===== src/logic/lrb_regs_defs.vh =====
// register offsets, field positions and defaults of the select/enable bank
`ifndef LRB_REGS_DEFS_VH
`define LRB_REGS_DEFS_VH
`define LRB_ADDR_PART_ID 7'h00
`define LRB_ADDR_SI_REV 7'h01
`define LRB_ADDR_DEV_SEL 7'h03
`define LRB_ADDR_EN_CTRL 7'h07
`define LRB_ADDR_ADC_DATA 7'h43
`define LRB_KEY_VALUE 8'h03
`define LRB_SEL_RESET 8'h00
`define LRB_EN_RESET 8'h00
`define LRB_BIT_SOFT_RST 7
`define LRB_BIT_PRELOAD 6
`define LRB_BIT_OT_SHDN 5
`define LRB_BIT_SAMPLER 4
`define LRB_BIT_ADC 3
`define LRB_BIT_HEATER 2
`define LRB_BIT_DRIVER 1
`define LRB_BIT_CHIP 0
`define LRB_SYNC_RESET 3'h0
`define LRB_SYNC_IDLE_HI 3'h7
`define LRB_CNT_ZERO 4'h0
`define LRB_CNT_LAST 4'h7
`endif


===== src/logic/lrb_spi_regs.v =====
// spi slave holding part id, revision, device-select key and enable control
// Functional notes
// - Address 0x00 reads a fixed part identifier and ignores writes.
// - Address 0x01 reads a revision code that is a parameter per version.
// - The serial port only serves accesses after the key 0x03 is written.
// - The port stays active while the select register holds the key.
// - Without the key only a write to the select register is accepted.
// - A write other than to the select register is held pending and only committed by the following read.
// - Writing one to the soft-reset bit reloads every register default.
// - Writing zero to the soft-reset bit does nothing.
// - Setting the preload bit snapshots the live ADC result for reading.
// - Thermal shutdown occurs on over-temperature only when enabled.
// - The sampler enable bit turns the sampler on, default off.
// - The ADC enable bit turns the ADC on, default off.
// - The heater enable bit turns the heater on, default off.
// - The driver-core enable bit turns the driver on, default off.
// - The whole-chip enable bit turns the device on, default off.
`timescale 1ns/1ps
`include "lrb_regs_defs.vh"
module lrb_spi_regs #(
  parameter [7:0] PART_ID = 8'hA5, // arbitrary value
  parameter [7:0] SI_REV = 8'h5A // arbitrary value
) (
  input wire clock,
  input wire rstn,
  input wire spiSclk,
  input wire spiCsn,
  input wire spiMosi,
  output reg spiMiso,
  output wire spiMisoOe,
  input wire [7:0] adcResult,
  input wire overTemp,
  output reg [7:0] enableCtrl,
  output wire samplerOn,
  output wire adcOn,
  output wire heaterOn,
  output wire driver_core_on,
  output wire chipOn,
  output reg thermalShutdown,
  output reg portActive
);

  //////////////////////////////////////////////////////////////////////
  // three-stage synchronisers; decisions use stages two and three
  // pins move on the host's clock, so nothing reads them raw
  reg [2:0] sclkSync_r;
  reg [2:0] csnSync_r;
  reg [2:0] mosiSync_r;

  always @(posedge clock or negedge rstn) begin
    if (!rstn) begin
      sclkSync_r <= `LRB_SYNC_RESET;
      csnSync_r <= `LRB_SYNC_IDLE_HI;
      mosiSync_r <= `LRB_SYNC_RESET;
    end else begin
      sclkSync_r <= {sclkSync_r[1:0], spiSclk};
      csnSync_r <= {csnSync_r[1:0], spiCsn};
      mosiSync_r <= {mosiSync_r[1:0], spiMosi};
    end
  end

  // filtered levels: change once stages two and three agree
  // a one-stage glitch never reaches the frame logic
  reg sclkLvl_r;
  reg csnLvl_r;
  reg mosiLvl_r;

  // serial clock level
  always @(posedge clock or negedge rstn) begin
    if (!rstn)
      sclkLvl_r <= 1'b0;
    else if (sclkSync_r[1] == sclkSync_r[2])
      sclkLvl_r <= sclkSync_r[2];
  end

  // chip select level, idle high
  always @(posedge clock or negedge rstn) begin
    if (!rstn)
      csnLvl_r <= 1'b1;
    else if (csnSync_r[1] == csnSync_r[2])
      csnLvl_r <= csnSync_r[2];
  end

  // data-in level
  always @(posedge clock or negedge rstn) begin
    if (!rstn)
      mosiLvl_r <= 1'b0;
    else if (mosiSync_r[1] == mosiSync_r[2])
      mosiLvl_r <= mosiSync_r[2];
  end

  // edge toward pol once stages two and three agree on it
  function edgeSeen;
    input [2:0] sync;
    input lvl;
    input pol;
    begin
      edgeSeen = (sync[1] == sync[2]) && (sync[2] == pol) &&
                 (lvl != pol);
    end
  endfunction

  // one-clock strobes from the filtered levels
  wire sclkRise = edgeSeen(sclkSync_r, sclkLvl_r, 1'b1);
  wire sclkFall = edgeSeen(sclkSync_r, sclkLvl_r, 1'b0);
  // chip select falling opens a frame
  wire frameStart = edgeSeen(csnSync_r, csnLvl_r, 1'b0);
  wire frameActive = !csnLvl_r;

  //////////////////////////////////////////////////////////////////////
  // frame: bit0 r/w (1 = read), 7 address bits, 8 data bits, msb first
  // a frame with fewer than sixteen rises is thrown away
  // bit counter within the current byte
  reg [3:0] bitCnt_r;
  reg phaseData_r;
  reg [7:0] shiftIn_r;
  reg isRead_r;
  reg [6:0] addr_r;
  reg [7:0] shiftOut_r;
  reg frameDone_r;
  reg [7:0] dataIn_r;

  // soft-reset and live registers
  reg [7:0] devSel_r;
  reg [7:0] adcHold_r;
  reg pendValid_r;
  reg [6:0] pendAddr_r;
  reg [7:0] pendData_r;

  // port served only while the key is held
  wire keyOk = (devSel_r == `LRB_KEY_VALUE);
  // soft reset lasts one clock: it clears its own bit
  wire softRst = enableCtrl[`LRB_BIT_SOFT_RST];

  //////////////////////////////////////////////////////////////////////
  // readback decode; read-only entries ignore writes
  function [7:0] readMux;
    input [6:0] a;
    begin
      case (a)
        `LRB_ADDR_PART_ID: readMux = PART_ID;
        `LRB_ADDR_SI_REV: readMux = SI_REV;
        `LRB_ADDR_DEV_SEL: readMux = devSel_r;
        `LRB_ADDR_EN_CTRL: readMux = enableCtrl;
        `LRB_ADDR_ADC_DATA: readMux = enableCtrl[`LRB_BIT_PRELOAD] ?
                                      adcHold_r : adcResult;
        // unmapped reads return zero
        default: readMux = 8'h00;
      endcase
    end
  endfunction

  //////////////////////////////////////////////////////////////////////
  // serial shift engine
  always @(posedge clock or negedge rstn) begin
    if (!rstn) begin
      bitCnt_r <= `LRB_CNT_ZERO;
      phaseData_r <= 1'b0;
      shiftIn_r <= 8'h00;
      isRead_r <= 1'b0;
      addr_r <= 7'h00;
      shiftOut_r <= 8'h00;
      frameDone_r <= 1'b0;
      dataIn_r <= 8'h00;
    end else begin
      frameDone_r <= 1'b0;
      if (frameStart || !frameActive) begin
        // new or cut frame: partial bits are dropped
        bitCnt_r <= `LRB_CNT_ZERO;
        phaseData_r <= 1'b0;
      end else if (sclkRise) begin
        shiftIn_r <= {shiftIn_r[6:0], mosiLvl_r};
        bitCnt_r <= bitCnt_r + 4'h1;
        if (bitCnt_r == `LRB_CNT_LAST && !phaseData_r) begin
          // command byte complete
          isRead_r <= shiftIn_r[6];
          addr_r <= {shiftIn_r[5:0], mosiLvl_r};
          phaseData_r <= 1'b1;
          bitCnt_r <= `LRB_CNT_ZERO;
          // locked port returns zeros
          // register sampled once, at the end of the command byte
          shiftOut_r <= keyOk ? readMux({shiftIn_r[5:0], mosiLvl_r})
                              : 8'h00;
        end else if (bitCnt_r == `LRB_CNT_LAST && phaseData_r) begin
          // data byte complete
          dataIn_r <= {shiftIn_r[6:0], mosiLvl_r};
          frameDone_r <= 1'b1;
          phaseData_r <= 1'b0;
          bitCnt_r <= `LRB_CNT_ZERO;
        end
      end else if (sclkFall && phaseData_r &&
                   bitCnt_r != `LRB_CNT_ZERO) begin
        // msb first out, one bit per fall
        shiftOut_r <= {shiftOut_r[6:0], 1'b0};
      end
    end
  end

  // miso driven only in data phase of a served read
  // one clock behind the shift register, well inside a half period
  always @(posedge clock or negedge rstn) begin
    if (!rstn)
      spiMiso <= 1'b0;
    else
      spiMiso <= shiftOut_r[7];
  end
  assign spiMisoOe = frameActive && phaseData_r && isRead_r && keyOk;

  //////////////////////////////////////////////////////////////////////
  // commit logic
  wire writeDone = frameDone_r && !isRead_r;
  wire readDone = frameDone_r && isRead_r;
  // select register always writable
  // it lands at frame end so the key can open the port
  wire selWrite = writeDone && (addr_r == `LRB_ADDR_DEV_SEL);
  wire commit = readDone && pendValid_r && keyOk;
  // only the control register takes a committed write
  wire ctrlCommit = commit && (pendAddr_r == `LRB_ADDR_EN_CTRL);

  // pending write; a second write replaces the one waiting
  always @(posedge clock or negedge rstn) begin
    if (!rstn) begin
      pendValid_r <= 1'b0;
      pendAddr_r <= 7'h00;
      pendData_r <= 8'h00;
    end else if (softRst) begin
      pendValid_r <= 1'b0;
    end else if (!keyOk) begin
      // key lost: the waiting write is dropped
      pendValid_r <= 1'b0;
    end else if (writeDone && !selWrite) begin
      pendValid_r <= 1'b1;
      pendAddr_r <= addr_r;
      pendData_r <= dataIn_r;
    end else if (readDone) begin
      pendValid_r <= 1'b0;
    end
  end

  // select register next value
  reg [7:0] devSel_nxt;
  always @* begin
    devSel_nxt = devSel_r;
    if (softRst) begin
      // soft reset locks the port again
      devSel_nxt = `LRB_SEL_RESET;
    end else if (selWrite) begin
      devSel_nxt = dataIn_r;
    end
  end

  // select register; key check gates the port
  always @(posedge clock or negedge rstn) begin
    if (!rstn)
      devSel_r <= `LRB_SEL_RESET;
    else
      devSel_r <= devSel_nxt;
  end

  // enable/control next value; all function bits default to off
  reg [7:0] enableCtrl_nxt;
  always @* begin
    enableCtrl_nxt = enableCtrl;
    if (softRst) begin
      enableCtrl_nxt = `LRB_EN_RESET;
    end else if (ctrlCommit) begin
      // the whole pending byte is loaded; a one in bit 7 clears it all a clock later
      enableCtrl_nxt = pendData_r;
    end
  end

  // enable/control register
  always @(posedge clock or negedge rstn) begin
    if (!rstn)
      enableCtrl <= `LRB_EN_RESET;
    else
      enableCtrl <= enableCtrl_nxt;
  end

  //////////////////////////////////////////////////////////////////////
  // adc snapshot on preload rising; clear the bit to re-arm
  reg preloadDly_r;
  always @(posedge clock or negedge rstn) begin
    if (!rstn) begin
      preloadDly_r <= 1'b0;
      adcHold_r <= 8'h00;
    end else if (softRst) begin
      preloadDly_r <= 1'b0;
      adcHold_r <= 8'h00;
    end else begin
      preloadDly_r <= enableCtrl[`LRB_BIT_PRELOAD];
      if (enableCtrl[`LRB_BIT_PRELOAD] && !preloadDly_r)
        adcHold_r <= adcResult;
    end
  end

  //////////////////////////////////////////////////////////////////////
  // function enables; shutdown gates driver and chip, bits stay set
  // sampler enable
  assign samplerOn = enableCtrl[`LRB_BIT_SAMPLER];
  assign adcOn = enableCtrl[`LRB_BIT_ADC];
  assign heaterOn = enableCtrl[`LRB_BIT_HEATER];
  assign driver_core_on = enableCtrl[`LRB_BIT_DRIVER] &&
                          !thermalShutdown;
  assign chipOn = enableCtrl[`LRB_BIT_CHIP] && !thermalShutdown;

  //////////////////////////////////////////////////////////////////////
  // shutdown only if enabled, one clock behind
  // follows the input level, so it lifts once cool
  always @(posedge clock or negedge rstn) begin
    if (!rstn)
      thermalShutdown <= 1'b0;
    else
      thermalShutdown <= enableCtrl[`LRB_BIT_OT_SHDN] && overTemp;
  end

  always @(posedge clock or negedge rstn) begin
    if (!rstn)
      portActive <= 1'b0;
    else
      portActive <= keyOk;
  end

endmodule


===== config.mk =====
export PLATFORM = sky130hd
export DESIGN_NAME = lrb_spi_regs
export DESIGN_NICKNAME = d
export VERILOG_FILES = /design/src/logic/lrb_spi_regs.v
export VERILOG_INCLUDE_DIRS = /design/src /design/src/logic
export SDC_FILE = /design/constraint.sdc
export NUM_CORES = 1
export LEC_CHECK = 0
export BUFFER_PORTS_ARGS = -buffer_cell sky130_fd_sc_hd__buf_2
export CORE_MARGIN = 5
export CORE_UTILIZATION = 60
export DETAILED_ROUTE_END_ITERATION = 10
export HOLD_SLACK_MARGIN = 0.1
export PLACE_DENSITY = 0.9
export SLEW_MARGIN = 20
export SYNTH_ARGS = -nofsm -noshare
export SYNTH_HDL_FRONTEND = slang
export SYNTH_SLANG_ARGS = --single-unit

===== constraint.sdc =====
create_clock -name clock -period 2.75 [get_ports clock]
set_clock_uncertainty 0.1 [all_clocks]
set_input_delay 0.55 -clock clock [delete_from_list [all_inputs] [get_ports clock]]
set_output_delay 0.55 -clock clock [all_outputs]
set_load 0.02 [all_outputs]

==> summary.md <==
| Metric | Value |
|---|---|
| Outcome | complete, no violations |
| Post-route cell area | around 4600 um2 |
| Area leader, netlist | dfrtp_1 |
| Gr usage total | between 20% and 30% |
| Hold Path Stages | 1 |
| CP startpoint kind | register |
| Power density over cell area | 614 nW/um2 |
| Number of port buffers | 30 |
| Number of detailed-route iterations in the first pass | 5 |
| FFs w/ async S/R, synth | 100% |
| Antenna-violating nets left | 0 |
| First-pass GRT wire length | 14200 um |
| Worst-Margin Slew | 0.771 ns |
| Crit path required time | 2.10 ns |
| CTS sink cnt | 93 |
| FMAX | 0.376 GHz |
| Worst reg-to-reg path cell count | 5 |
| DR WL/cell | 18.6 um |
| H-tree depth | 3 |
| Vias per cell | 5.96 |
| Maximum VDD drop | 0.440 mV |
| Clock-pin transition on the worst setup and hold timing paths | 0.09 ns |
| Dpl hpwl | between 5000 and 6000 um |
| Via count | 2765 |
| Placed cell area | 4410 um2 |
| Post-synth EDFFs | 0 |
| Synth Cell Area | between 4000 and 5000 um2 |
| Max Slew Vio Count | 0 |
| Top cells by area, synth | dfrtp_1, mux2_2, mux2i_1 |
| Number of synthesized register bits | 93 |
| Max_cap viols | 0 |
| Final Wtd Congestion | between 0.8 and 0.9 |
| Area Growth Syn to Fin | 10.8% |
| Endpoint class of the critical path | output pin |
| Clock root buffer master | clkbuf_8 |
| Final hold viol count | 0 |
| Final wirelength | 8620 um |
| Crit Path Max Fanout | 5 |
| Hold Path Class | input pin to register |
| Clock Latency Late Sink | about 0.36 ns |
| Die X | 93.4 um |
| Share of layout cells above drive strength 1 | around 29% |
| Die area | 8720 um2 |
| Top cell type's share of synthesized area | 53.4% |
| Initial Utilization | 61.4% |
| Sequential-to-total area share from yosys stat | a little under three fifths |
| Max Buffers Root-to-Sink | 2 |
| Most common cell in the netlist | dfrtp_1 |
| Largest net degree at the start of global routing | between 90 and 100 |
| Row count | 30 |
| RR Endpoint | pendAddr_r[6] |
| Top Ports | 31 |
| Setup Viol. Count Final | 0 |
| Top_reg_cell synth | dfrtp_1 |
| CP Class | register to output pin |
| Residual DRC | 0 |
| Final Core Density | between 60% and 70% |
| Max-slew headroom | 48.2% |
| Crit Reg-Reg Startpoint | devSel_r[6] |
| R2R setup slack | 0.23 ns |
| CTS tree | yes |
| DRT iter0 DRCs | 165 |
| Synth Area per Inst | around 13 um2 |
| Pleak | 2.24 nW |
| Synth warnings | 0 |
| RSZ-0062 raised after global routing | no |
| Gr ovfl total | 0 |
| Nets | 382 |
| Core ar. | ~6800 um2 |
| Syn Inst Count | 333 |
| Fin Setup TNS | 0 ns |
| Critical path arrival | around 2.0 ns |
| WHS Endpoint | csnSync_r[0] |
| Crit share post-route | 96.8% |
| Min-delay src | spiCsn |
| Most common library cells after synthesis | dfrtp_1, mux2i_1, mux2_2 |
| Ant diodes | 0 |
| Vias in the first global route | 2829 |
| Unique masters post-synth | 54 |
| Die Y-Extent | between 90 and 100 um |
| Antenna violations before repair | 0 |
| Cts bufs inserted | 9 |
| Minimum clock period | approximately 2.7 ns |
| Mapped Nets | 352 |
worst max-delay path: stages (launching register included):
cell	delay, ns
dfrtp_1	0.41
or4bb_1	0.52
or2_4	0.30
inv_4	0.08
and4_1	0.21
buf_4	0.14
power breakdown:
part,switching (mW),internal (mW)
logic,0.163,0.157
clock network,0.485,0.423
registers,0.175,1.43
cell type report:
class	instances	area [um2]
Clock buffer	9	124
Clock inverter	7	75.1
Timing Repair Buffer	39	238
Tap cell	96	120
Multi-Input combinational cell	203	1670
Sequential cell	93	2330
Fill cell	475	2170
Inverter	17	66.3
worst max path at each step:
stage / start / end / slack, ns / cells past startpoint
finish: devSel_r[6] / spiMisoOe / 0.09 / 5
global route: devSel_r[6] / spiMisoOe / 0.003 / 5
CTS: devSel_r[3] / spiMisoOe / 0.04 / 5
detailed placement: addr_r[2] / pendData_r[3] / 0.27 / 5
global placement: devSel_r[3] / pendData_r[6] / 0.31 / 5
floorplan: devSel_r[3] / pendAddr_r[0] / 0.31 / 6
layer usage:
layer  routed length [um]  up-vias  GRT usage [%]
met5                    0        -              0
met4                  170        0           8.42
met3                  575       13           3.70
met2                 3960       88           33.2
met1                 3920     1393           30.2
li1                     -     1271              -
registers in the layout (all words and copies together), names as in the netlist:
register         flops
adcHold_r            8
spiMiso              1
frameDone_r          1
mosiLvl_r            1
isRead_r             1
shiftOut_r           8
addr_r               7
pendValid_r          1
sclkLvl_r            1
mosiSync_r           3
thermalShutdown      1
shiftIn_r            7
bitCnt_r             4
pendData_r           8
pendAddr_r           7
enableCtrl           8
portActive           1
sclkSync_r           3
csnLvl_r             1
dataIn_r             8
preloadDly_r         1
csnSync_r            3
devSel_r             8
phaseData_r          1
cells by family after synthesis:
logic type | Yosys count | synth area share (%)
AOI/OAI and AO/OA | 50 | 8.48
xor gates and xnor gates | 1 | 0.210
adders and majority gates | 6 | 1.74
buffers and inverters | 37 | 4.17
DFF | 93 | 55.9
muxes | 67 | 18.1
and+or+nand+nor | 79 | 11.4
metrics by stage:
step | hold slack (ns) | setup slack (ns) | instances | power, mW
after floorplan | 0.154 | 0.308 | 333 | 1.81
after global placement | 0.232 | 0.309 | 447 | 1.92
after detailed placement | 0.243 | 0.269 | 447 | 1.94
after CTS | 0.172 | 0.0371 | 464 | 2.85
after global routing | 0.158 | 0.00316 | 464 | 2.97
final | 0.180 | 0.0885 | 464 | 2.84
cells in the final DEF (no fill, tap or decap), drive strengths merged, types with 7 or more instances in the layout:
| master | netlist | routed |
|---|---|---|
| nand2 | 8 | 8 |
| nor2 | 22 | 22 |
| dfrtp | 89 | 89 |
| clkbuf | 14 | 9 |
| o22ai | 9 | 9 |
| a22o | 7 | 7 |
| mux2 | 38 | 38 |
| nand4 | 7 | 7 |
| inv | 17 | 18 |
| a21oi | 10 | 10 |
| mux2i | 29 | 29 |
| buf | 6 | 38 |
timing repair:
item | 4_1_cts | 5_1_grt
hold buffers | 1 | 0
gates resized for setup | 1 | 2
pin swaps | 0 | 1
setup buffers | 0 | 0
hold endpoints to repair | 3 | 0
setup endpoints to repair | 1 | 1
No activity file was read; power rests on OpenSTA's default activity.
